[config.mk]
export PLATFORM = sky130hd
export DESIGN_NAME = rlc_lane_ctrl
export DESIGN_NICKNAME = d
export VERILOG_FILES = /design/src/hw/rlc_pkg.sv /design/src/hw/rlc_err_cnt.sv /design/src/hw/rlc_lane_ctrl.sv
export SDC_FILE = /design/constraint.sdc
export NUM_CORES = 1
export LEC_CHECK = 0
export BUFFER_PORTS_ARGS = -buffer_cell sky130_fd_sc_hd__buf_2
export CORE_ASPECT_RATIO = 1.1
export CORE_MARGIN = 2
export CORE_UTILIZATION = 50
export CTS_CLUSTER_SIZE = 16
export DETAILED_ROUTE_END_ITERATION = 7
export PLACE_DENSITY = 0.77
export REMOVE_ABC_BUFFERS = 1
export SLEW_MARGIN = 20
export SYNTH_ARGS = -nofsm -noshare
export SYNTH_HDL_FRONTEND = slang
export SYNTH_SLANG_ARGS = --single-unit
[constraint.sdc]
create_clock -name clk_i -period 2.2 [get_ports clk_i]
set_clock_uncertainty 0.05 [all_clocks]
set_input_delay 0.33 -clock clk_i [delete_from_list [all_inputs] [get_ports clk_i]]
set_output_delay 0.33 -clock clk_i [all_outputs]
set_load 0.01 [all_outputs]
[src/hw/rlc_pkg.sv]
// Shared constants and types for the lane configuration controller
package rlc_pkg;
    // Timing, figures in their own units, then in cycles
    localparam int CLK_PERIOD_NS = 100;
    localparam int T_CDR_ON_MS   = 15;
    localparam int CDR_ON_CYC    = T_CDR_ON_MS * 1000000 / CLK_PERIOD_NS;
    localparam int T_CDR_OFF_NS  = 120;
    localparam int CDR_OFF_RAW   = T_CDR_OFF_NS / CLK_PERIOD_NS;
    localparam int CDR_OFF_CYC   = (CDR_OFF_RAW < 1) ? 1 : CDR_OFF_RAW;

    // Register map, offsets and fields
    localparam logic [7:0] REG_LANE_CTL     = 8'h09;
    localparam int         LANE_SWAP_BIT    = 7;
    localparam int         LANE_POL_BIT     = 6;
    localparam logic [7:0] REG_MODE_CTL     = 8'h0A;
    localparam int         EQ_ADAPT_BIT     = 5;
    localparam int         FUNC_MODE_LSB    = 0;
    localparam int         FUNC_MODE_W      = 2;
    localparam logic [7:0] REG_EQ_GAIN      = 8'h0D;
    localparam int         EQ_GAIN_LSB      = 1;
    localparam int         EQ_GAIN_W        = 5;
    localparam logic [7:0] REG_LANE_CTL_RST = 8'h00;
    localparam logic [7:0] REG_MODE_CTL_RST = 8'h00;
    localparam logic [7:0] REG_EQ_GAIN_RST  = 8'h1E;

    // Function modes; the spare code behaves as automatic
    localparam logic [1:0] FM_AUTO     = 2'h0;
    localparam logic [1:0] FM_REDRIVER = 2'h1;
    localparam logic [1:0] FM_RETIMER  = 2'h2;

    // Equalizer gain codes
    localparam logic [4:0] EQ_GAIN_14DB  = 5'h1C;
    localparam logic [4:0] EQ_GAIN_7P5DB = 5'h0F;
    localparam logic [4:0] ADAPT_GAIN_R0 = 5'h08;
    localparam logic [4:0] ADAPT_GAIN_R1 = 5'h10;
    localparam logic [4:0] ADAPT_GAIN_R2 = 5'h18;
    localparam logic [4:0] ADAPT_GAIN_R3 = 5'h1F;

    // Input lane indices; map element index is the output lane
    localparam logic [1:0] LANE_D0  = 2'h0;
    localparam logic [1:0] LANE_D1  = 2'h1;
    localparam logic [1:0] LANE_D2  = 2'h2;
    localparam logic [1:0] LANE_CLK = 2'h3;

    typedef logic [3:0][1:0] rlc_lane_map_t;

    localparam rlc_lane_map_t MAP_NORMAL = {LANE_CLK, LANE_D2, LANE_D1, LANE_D0};
    localparam rlc_lane_map_t MAP_SWAP   = {LANE_D2, LANE_CLK, LANE_D0, LANE_D1};

    localparam int ERR_CNT_W = 8;

    typedef enum logic [1:0] {EQP_LOW, EQP_HIGH, EQP_FLOAT} rlc_eq_pin_t;

    typedef struct packed {
        logic       en;
        logic [7:0] addr;
        logic [7:0] data;
    } rlc_wr_t;
endpackage

[src/hw/rlc_err_cnt.sv]
// Saturating per-lane error counter
`timescale 1ns/100ps
module rlc_err_cnt #(
    parameter int W = 8
) (
    input  wire logic         clk_i,
    input  wire logic         rst_b_i,
    input  wire logic         en_i,
    input  wire logic         clr_i,
    input  wire logic         hit_i,
    output logic [W-1:0]      cnt_o
);
    generate
        if (W < 1) begin : g_bad_w
            $error("Counter width must be at least one");
        end
    endgenerate

    always_ff @(posedge clk_i or negedge rst_b_i) begin
        if (!rst_b_i) begin
            cnt_o <= '0;
        end else if (en_i) begin
            // A hit in the clear cycle is kept
            if (clr_i) begin
                cnt_o <= W'(hit_i);
            end else if (hit_i && (cnt_o != '1)) begin
                cnt_o <= cnt_o + 1'b1;
            end
        end
    end
endmodule

[src/hw/rlc_lane_ctrl.sv]
// Lane remap, polarity, equalizer choice, CDR timing and error counters
`timescale 1ns/100ps
// Overview of operation
// - Link enable low: ignore control inputs, main link outputs high impedance; eq_gain_o still follows the equalizer pin.
// - Enable toggle resets device and drops written configuration; host rewrites.
// - Operate only after link enable rises; stay inactive while low.
// - Clock recovery becomes active within 15 ms of retimer start.
// - Clock recovery shuts off within 120 ns of retimer stop.
// - Swap routes D2 to clock, D1 to D0, D0 to D1, clock to D2.
// - Only inputs remap; equalizer setting follows the remapped input.
// - Lane swap works in redriver and retimer modes.
// - Pin high or polarity bit set inverts p and n of all lanes.
// - Polarity only in retimer; automatic mode loses it below crossover.
// - Separate readable error counter for each of three data lanes.
// - Fixed equalizer in both modes, adaptive only in retimer mode.
// - Equalizer pin high 14 dB, low 7.5 dB, floating adaptive.
// - Adaptive equalizer gain follows the detected data rate.
// - Gain field selects fixed gain for data and clock lanes.
// - Automatic mode bypasses retimer when pixel clock is slow.
// - Mode field selects function; forced redriver shuts clock recovery off.
module rlc_lane_ctrl #(
    parameter int CDR_ON_C = rlc_pkg::CDR_ON_CYC,
    parameter int ERR_W    = rlc_pkg::ERR_CNT_W
) (
    input  wire logic                       clk_i,
    input  wire logic                       rst_b_i,
    input  wire logic                       en_i,
    input  wire logic                       oe_i,
    input  wire logic                       lane_remap_invert_pin_i,
    input  wire rlc_pkg::rlc_eq_pin_t       equalizer_choice_pin_i,
    input  wire logic                       pixclk_fast_i,
    input  wire logic [1:0]                 rate_class_i,
    input  wire rlc_pkg::rlc_wr_t           wr_i,
    input  wire logic [2:0]                 lane_err_i,
    input  wire logic                       err_clr_i,
    output logic                            link_oe_b_o,
    output logic                            active_o,
    output rlc_pkg::rlc_lane_map_t          lane_map_o,
    output logic                            lane_pol_inv_o,
    output logic                            cdr_en_o,
    output logic                            cdr_active_o,
    output logic                            eq_adaptive_o,
    output logic [3:0][4:0]                 eq_gain_o,
    output wire logic [2:0][ERR_W-1:0]      err_cnt_o
);
    localparam int CNT_W   = (CDR_ON_C > 2) ? $clog2(CDR_ON_C) : 1;
    localparam int OFF_LAT = rlc_pkg::CDR_OFF_CYC;
    localparam logic [CNT_W-1:0] LOCK_LAST = CNT_W'(CDR_ON_C - 2);

    generate
        if (CDR_ON_C < 2) begin : g_bad_on
            $error("CDR start count must be at least two cycles");
        end
    endgenerate

    typedef enum logic [1:0] {CDR_OFF, CDR_LOCKING, CDR_ACTIVE} rlc_cdr_state_t;

    logic [7:0]       lane_ctl_reg;
    logic [7:0]       mode_ctl_reg;
    logic [7:0]       eq_gain_ctl_reg;
    logic             lane_wr_reg;
    logic             eq_wr_reg;
    logic             pol_lost_reg;
    logic [CNT_W-1:0] lock_cnt_reg;
    logic [CNT_W-1:0] lock_cnt_next;
    rlc_cdr_state_t   cdr_state_reg;
    rlc_cdr_state_t   cdr_state_next;
    logic             swap_sel;
    logic             pol_sel;
    logic             pol_next;
    logic             adapt_sel;
    logic             adapt_next;
    logic             auto_mode;
    logic             want_retimer;
    logic             pol_drop;
    logic [1:0]       fmode;
    logic [4:0]       fixed_gain;
    rlc_pkg::rlc_lane_map_t map_next;
    logic [4:0]       gain_next [4];

    function automatic logic [4:0] adapt_gain(input logic [1:0] rate);
        case (rate)
            2'h0:    adapt_gain = rlc_pkg::ADAPT_GAIN_R0;
            2'h1:    adapt_gain = rlc_pkg::ADAPT_GAIN_R1;
            2'h2:    adapt_gain = rlc_pkg::ADAPT_GAIN_R2;
            default: adapt_gain = rlc_pkg::ADAPT_GAIN_R3;
        endcase
    endfunction

    // Gain of one input lane; clock input runs at the slowest class
    function automatic logic [4:0] in_gain(input logic [1:0] lane, input logic adapt,
                                           input logic [1:0] rate, input logic [4:0] fixd);
        if (!adapt) begin
            in_gain = fixd;
        end else if (lane == rlc_pkg::LANE_CLK) begin
            in_gain = adapt_gain(2'h0);
        end else begin
            in_gain = adapt_gain(rate);
        end
    endfunction

    always_ff @(posedge clk_i or negedge rst_b_i) begin
        if (!rst_b_i) begin
            lane_ctl_reg    <= rlc_pkg::REG_LANE_CTL_RST;
            mode_ctl_reg    <= rlc_pkg::REG_MODE_CTL_RST;
            eq_gain_ctl_reg <= rlc_pkg::REG_EQ_GAIN_RST;
            lane_wr_reg     <= 1'b0;
            eq_wr_reg       <= 1'b0;
        end else if (en_i) begin
            if (!oe_i) begin
                lane_ctl_reg    <= rlc_pkg::REG_LANE_CTL_RST;
                mode_ctl_reg    <= rlc_pkg::REG_MODE_CTL_RST;
                eq_gain_ctl_reg <= rlc_pkg::REG_EQ_GAIN_RST;
                lane_wr_reg     <= 1'b0;
                eq_wr_reg       <= 1'b0;
            end else if (wr_i.en) begin
                case (wr_i.addr)
                    rlc_pkg::REG_LANE_CTL: begin
                        lane_ctl_reg <= wr_i.data;
                        lane_wr_reg  <= 1'b1;
                    end
                    rlc_pkg::REG_MODE_CTL: begin
                        mode_ctl_reg <= wr_i.data;
                        eq_wr_reg    <= 1'b1;
                    end
                    rlc_pkg::REG_EQ_GAIN: begin
                        eq_gain_ctl_reg <= wr_i.data;
                        eq_wr_reg       <= 1'b1;
                    end
                    default: begin
                        lane_wr_reg <= lane_wr_reg;
                    end
                endcase
            end
        end
    end

    assign swap_sel = lane_wr_reg ? lane_ctl_reg[rlc_pkg::LANE_SWAP_BIT]
                                  : !lane_remap_invert_pin_i;
    assign pol_sel  = lane_wr_reg ? lane_ctl_reg[rlc_pkg::LANE_POL_BIT]
                                  : lane_remap_invert_pin_i;

    assign fmode        = mode_ctl_reg[rlc_pkg::FUNC_MODE_LSB +: rlc_pkg::FUNC_MODE_W];
    assign auto_mode    = (fmode != rlc_pkg::FM_REDRIVER) && (fmode != rlc_pkg::FM_RETIMER);
    assign want_retimer = oe_i && ((fmode == rlc_pkg::FM_RETIMER) ||
                                   (auto_mode && pixclk_fast_i));

    always_comb begin
        adapt_sel  = 1'b0;
        fixed_gain = rlc_pkg::EQ_GAIN_7P5DB;
        if (eq_wr_reg) begin
            adapt_sel  = mode_ctl_reg[rlc_pkg::EQ_ADAPT_BIT];
            fixed_gain = eq_gain_ctl_reg[rlc_pkg::EQ_GAIN_LSB +: rlc_pkg::EQ_GAIN_W];
        end else begin
            case (equalizer_choice_pin_i)
                rlc_pkg::EQP_HIGH:  fixed_gain = rlc_pkg::EQ_GAIN_14DB;
                rlc_pkg::EQP_FLOAT: adapt_sel  = 1'b1;
                default:            fixed_gain = rlc_pkg::EQ_GAIN_7P5DB;
            endcase
        end
    end

    always_comb begin
        cdr_state_next = cdr_state_reg;
        lock_cnt_next  = lock_cnt_reg;
        case (cdr_state_reg)
            CDR_OFF: begin
                if (want_retimer) begin
                    cdr_state_next = CDR_LOCKING;
                    lock_cnt_next  = '0;
                end
            end
            CDR_LOCKING: begin
                if (!want_retimer) begin
                    cdr_state_next = CDR_OFF;
                end else if (lock_cnt_reg == LOCK_LAST) begin
                    cdr_state_next = CDR_ACTIVE;
                end else begin
                    lock_cnt_next = lock_cnt_reg + 1'b1;
                end
            end
            CDR_ACTIVE: begin
                if (!want_retimer) begin
                    cdr_state_next = CDR_OFF;
                end
            end
            default: cdr_state_next = CDR_OFF;
        endcase
    end

    always_ff @(posedge clk_i or negedge rst_b_i) begin
        if (!rst_b_i) begin
            cdr_state_reg <= CDR_OFF;
            lock_cnt_reg  <= '0;
        end else if (en_i) begin
            cdr_state_reg <= cdr_state_next;
            lock_cnt_reg  <= lock_cnt_next;
        end
    end

    assign pol_drop = oe_i && auto_mode && (cdr_state_reg == CDR_ACTIVE) && !pixclk_fast_i;

    always_ff @(posedge clk_i or negedge rst_b_i) begin
        if (!rst_b_i) begin
            pol_lost_reg <= 1'b0;
        end else if (en_i) begin
            // Set wins over a rewrite in the same cycle
            if (pol_drop) begin
                pol_lost_reg <= 1'b1;
            end else if (!oe_i || (wr_i.en && (wr_i.addr == rlc_pkg::REG_LANE_CTL))) begin
                pol_lost_reg <= 1'b0;
            end
        end
    end

    assign pol_next   = oe_i && pol_sel && !pol_lost_reg && (cdr_state_next == CDR_ACTIVE);
    assign adapt_next = oe_i && adapt_sel && (cdr_state_next == CDR_ACTIVE);
    assign map_next   = (oe_i && swap_sel) ? rlc_pkg::MAP_SWAP : rlc_pkg::MAP_NORMAL;

    generate
        for (genvar o = 0; o < 4; o++) begin : g_gain
            assign gain_next[o] = in_gain(map_next[o], adapt_next, rate_class_i, fixed_gain);
        end
    endgenerate

    always_ff @(posedge clk_i or negedge rst_b_i) begin
        if (!rst_b_i) begin
            link_oe_b_o    <= 1'b1;
            active_o       <= 1'b0;
            lane_map_o     <= rlc_pkg::MAP_NORMAL;
            lane_pol_inv_o <= 1'b0;
            eq_adaptive_o  <= 1'b0;
            for (int o = 0; o < 4; o++) begin
                eq_gain_o[o] <= rlc_pkg::EQ_GAIN_7P5DB;
            end
        end else if (en_i) begin
            link_oe_b_o    <= !oe_i;
            active_o       <= oe_i;
            lane_map_o     <= map_next;
            lane_pol_inv_o <= pol_next;
            eq_adaptive_o  <= adapt_next;
            for (int o = 0; o < 4; o++) begin
                eq_gain_o[o] <= gain_next[o];
            end
        end
    end

    always_ff @(posedge clk_i or negedge rst_b_i) begin
        if (!rst_b_i) begin
            cdr_en_o     <= 1'b0;
            cdr_active_o <= 1'b0;
        end else if (en_i) begin
            cdr_en_o     <= (cdr_state_next != CDR_OFF);
            cdr_active_o <= (cdr_state_next == CDR_ACTIVE);
        end
    end

    generate
        for (genvar k = 0; k < 3; k++) begin : g_err
            rlc_err_cnt #(
                .W (ERR_W)
            ) u_err (
                .clk_i   (clk_i),
                .rst_b_i (rst_b_i),
                .en_i    (en_i),
                .clr_i   (err_clr_i || !oe_i),
                .hit_i   (lane_err_i[k] && oe_i),
                .cnt_o   (err_cnt_o[k])
            );
        end
    endgenerate
endmodule

==> impl_metrics.py <==
metrics = {
    "floorplanning": {
        "die_w_um": 91.8,
        "core.rowCount": 35,
        "ioPinCount": 89,
        "chipHeight_um": 101,
        "initial_utilization_pct": 50.9,
        "core_um2": 8320,
        "die-area_um2": 9220,
    },
    "final_layout": {
        "antennaDiodeCount": 0,
        "largest_register_ff_count": 24,
        "mostFrequentLayoutCell": "buf_2",
        "area_growth_syn_to_layout_pct": 27.7,
        "final_area_um2": 5410,
        "layout_common_cells": "buf_2 (83), dfrtp_1 (62), nand2_1 (41)",
        "nNetsFinal": 605,
        "layout.area.seq_um2": 2020,
        "layout-drive-gt1-share_pct": 35.8,
        "multiInputGateArea_um2": 2110,
        "nFillCells": 656,
    },
    "flow_run": {
        "max_cap_violations": 0,
    },
    "synth": {
        "synth-compound-area-share_pct": 20.0,
        "synth_adder_area_share_pct": 1.77,
        "number_of_enable_flip_flop_cells_after_synthesis": 0,
        "main_combinational_cell_family_by_area_after_synthesis": "compound AO/OA/AOI/OAI gates",
        "synth_xor_area_share_pct": 3.52,
        "yosysSeqAreaShare_pct": 47.8,
        "yosys_reg_bits": 80,
        "synth_mux_area_share_pct": 0.975,
        "average_size_of_a_mapped_cell_um2": 9.33,
        "synthFlopType": "dfrtp_1",
        "netlist_instances": 454,
        "synth-async-reset-ratio_pct": 100,
        "synth.lib_cells_used.distinct": 58,
        "synthesis.area_um2": 4240,
        "synthSimpleGateAreaFrac_pct": 19.5,
        "yosys_warnings": 0,
    },
    "worst_setup_path": {
        "critPathRequiredTime_ps": 2430,
        "crit_type": "reg -> reg",
        "worstSetupStartpointType": "flop",
        "setup.worst_path.end_class": "flop",
        "timing.critical_path.fanout_max": 4,
        "cp.arrival_ps": 2600,
    },
    "global_route": {
        "grt-ovfl-total": 0,
        "first_global_vias": 3692,
        "grt_use_total_pct": 24.4,
        "global_route_wire_length_before_repair_um": 18000,
        "antenna_found_initial": 0,
        "grt_start_max_net_pins": 44,
    },
    "cts": {
        "clock-sinks": 80,
        "cts-root-buf": "clkbuf_8",
        "clock_insertion_delay_worst_skew_ps": 360,
        "cts_inserted_buffers": 9,
        "ctsLongestPathBuffers": 2,
        "clk_pin_slew_worst_paths_ps": 90,
        "cts_max_level": 3,
        "tritoncts_clock_tree": "yes",
    },
    "routing": {
        "ant_nets": 0,
        "remaining_drc_errors": 0,
        "route.vias.total": 3943,
        "finalWirelength_um": 11400,
        "avgRoutedWirePerCell_um": 16.7,
        "viasPerCell": 5.76,
        "dr.first_iter.drc_count": 181,
        "first_pass_iters": 4,
    },
    "sta": {
        "finalHoldViolCount": 0,
        "setup_slack_ps": -171,
        "finalSetupViolCount": 34,
        "slew_headroom_pct": 52.0,
        "worst_hold_slack_ps": 191,
        "setup-tns-final_ps": -3840,
        "timing_max_transition_violations_final": 0,
        "tightest_slew_ps": 712,
        "post_route_fraction_of_the_period_consumed_by_the_critical_path_pct": 108,
        "timing.fmax_ghz": 0.422,
        "rsz_0062_raised_after_global_routing": "true",
        "post-route-min-period_ps": 2370,
    },
    "place": {
        "i_o_buffers": 84,
        "gp_congestion": 0.922,
        "dpl.hpwl_um": 7880,
        "place_area_um2": 4920,
        "post-place-ws_ps": -262,
    },
    "status": {
        "status": "finished, violations left",
        "failed_checks": "negative setup slack",
    },
    "power": {
        "power_density_nw_per_um2": 613,
        "cell_leakage_power_nw": 2.50,
        "ir_drop_v": 0.000339,
    },
    "min_path": {
        "min_path_type": "in -> reg",
    },
}
layer usage:
metal,track usage (%),routed length [µm],vias to the layer above
li1,-,-,1845
met5,0,0,-
met3,3.52,565,23
met1,31.9,4800,1937
met2,41.6,5790,138
met4,9.18,229,0
layout make-up:
class                           count  share of cell area, %
Clock buffer                       11                   2.80
Clock inverter                      5                   1.11
Inverter                           28                   1.94
Multi-Input combinational cell    320                   39.1
Sequential cell                    80                   37.4
Tap cell                          111                   2.57
Timing Repair Buffer              129                   15.0
critical path, stage by stage (launching register included):
cell     delay, ps
dfrtp_1        390
inv_1           60
ha_1           130
or4b_4         440
or3_4          370
o31ai_4        290
buf_6          160
buf_4          120
nand3_2         80
a31oi_1        200
cell families after synthesis:
| group | count (synthesis) |
|---|---|
| compound gates | 126 |
| flops | 80 |
| xor+xnor | 17 |
| fa+ha+maj | 6 |
| other cells | 2 |
| simple gates | 163 |
| buf+inv | 56 |
| mux | 4 |
stage by stage:
step           std cells  total power [mW]  util [%]
2_1_floorplan        428              1.87         -
3_3_place_gp         658              2.09      59.1
3_5_place_dp         658              2.11      59.1
4_1_cts              681              3.29      63.8
5_1_grt              684              3.44      65.0
6_report             684              3.32      65.0
synth_stat cells (5+ instances only):
library cell | number | area share, %
a21oi_1 | 17 | 2.0
a22oi_1 | 5 | 0.89
a31oi_1 | 12 | 1.8
and2_1 | 5 | 0.74
and3_1 | 6 | 0.89
buf_4 | 12 | 2.1
clkbuf_1 | 12 | 1.1
dfrtp_1 | 62 | 37
dfstp_2 | 18 | 11
ha_1 | 6 | 1.8
inv_1 | 27 | 2.4
nand2_1 | 43 | 3.8
nand2b_1 | 9 | 1.3
nand3_1 | 18 | 2.1
nand4_1 | 9 | 1.3
nor2_1 | 40 | 3.5
nor3_1 | 6 | 0.71
o21ai_0 | 34 | 4.0
o221ai_1 | 5 | 1.0
o22ai_1 | 5 | 0.74
o2bb2ai_1 | 7 | 1.4
o31ai_1 | 14 | 2.5
xnor2_1 | 12 | 2.5
xor2_1 | 5 | 1.0
worst paths after layout:
| path | start | to | slack (ps) | cells after the start |
|---|---|---|---|---|
| setup / recovery | lock_cnt_reg[0] | eq_gain_o[11] | -170 | 9 |
| hold / removal | wr_i[1] | mode_ctl_reg[1] | 190 | 3 |
| setup reg to reg | lock_cnt_reg[0] | eq_gain_o[11] | -170 | 9 |
| hold reg to reg | link_oe_b_o | link_oe_b_o | 430 | 2 |
| max in group asynchronous | rst_b_i | eq_gain_o[17] | 920 | 3 |
| min in group asynchronous | rst_b_i | g_err[1].u_err.cnt_o[2] | 440 | 2 |
report_power, final:
part | switching (mW) | leakage (nW) | internal, mW
logic | 0.307 | 1.35 | 0.219
clock network | 0.581 | 0.111 | 0.594
registers | 0.0529 | 1.04 | 1.56
what timing repair did:
item / 4_1_cts / 5_1_grt
pin swaps: 11 / 7
gates resized for setup: 35 / 21
endpoints found under the hold margin: 36 / 0
setup buffers: 6 / 3
hold buffers: 1 / 0
setup endpoints to repair: 38 / 38
(Power assumes the default switching activity.)
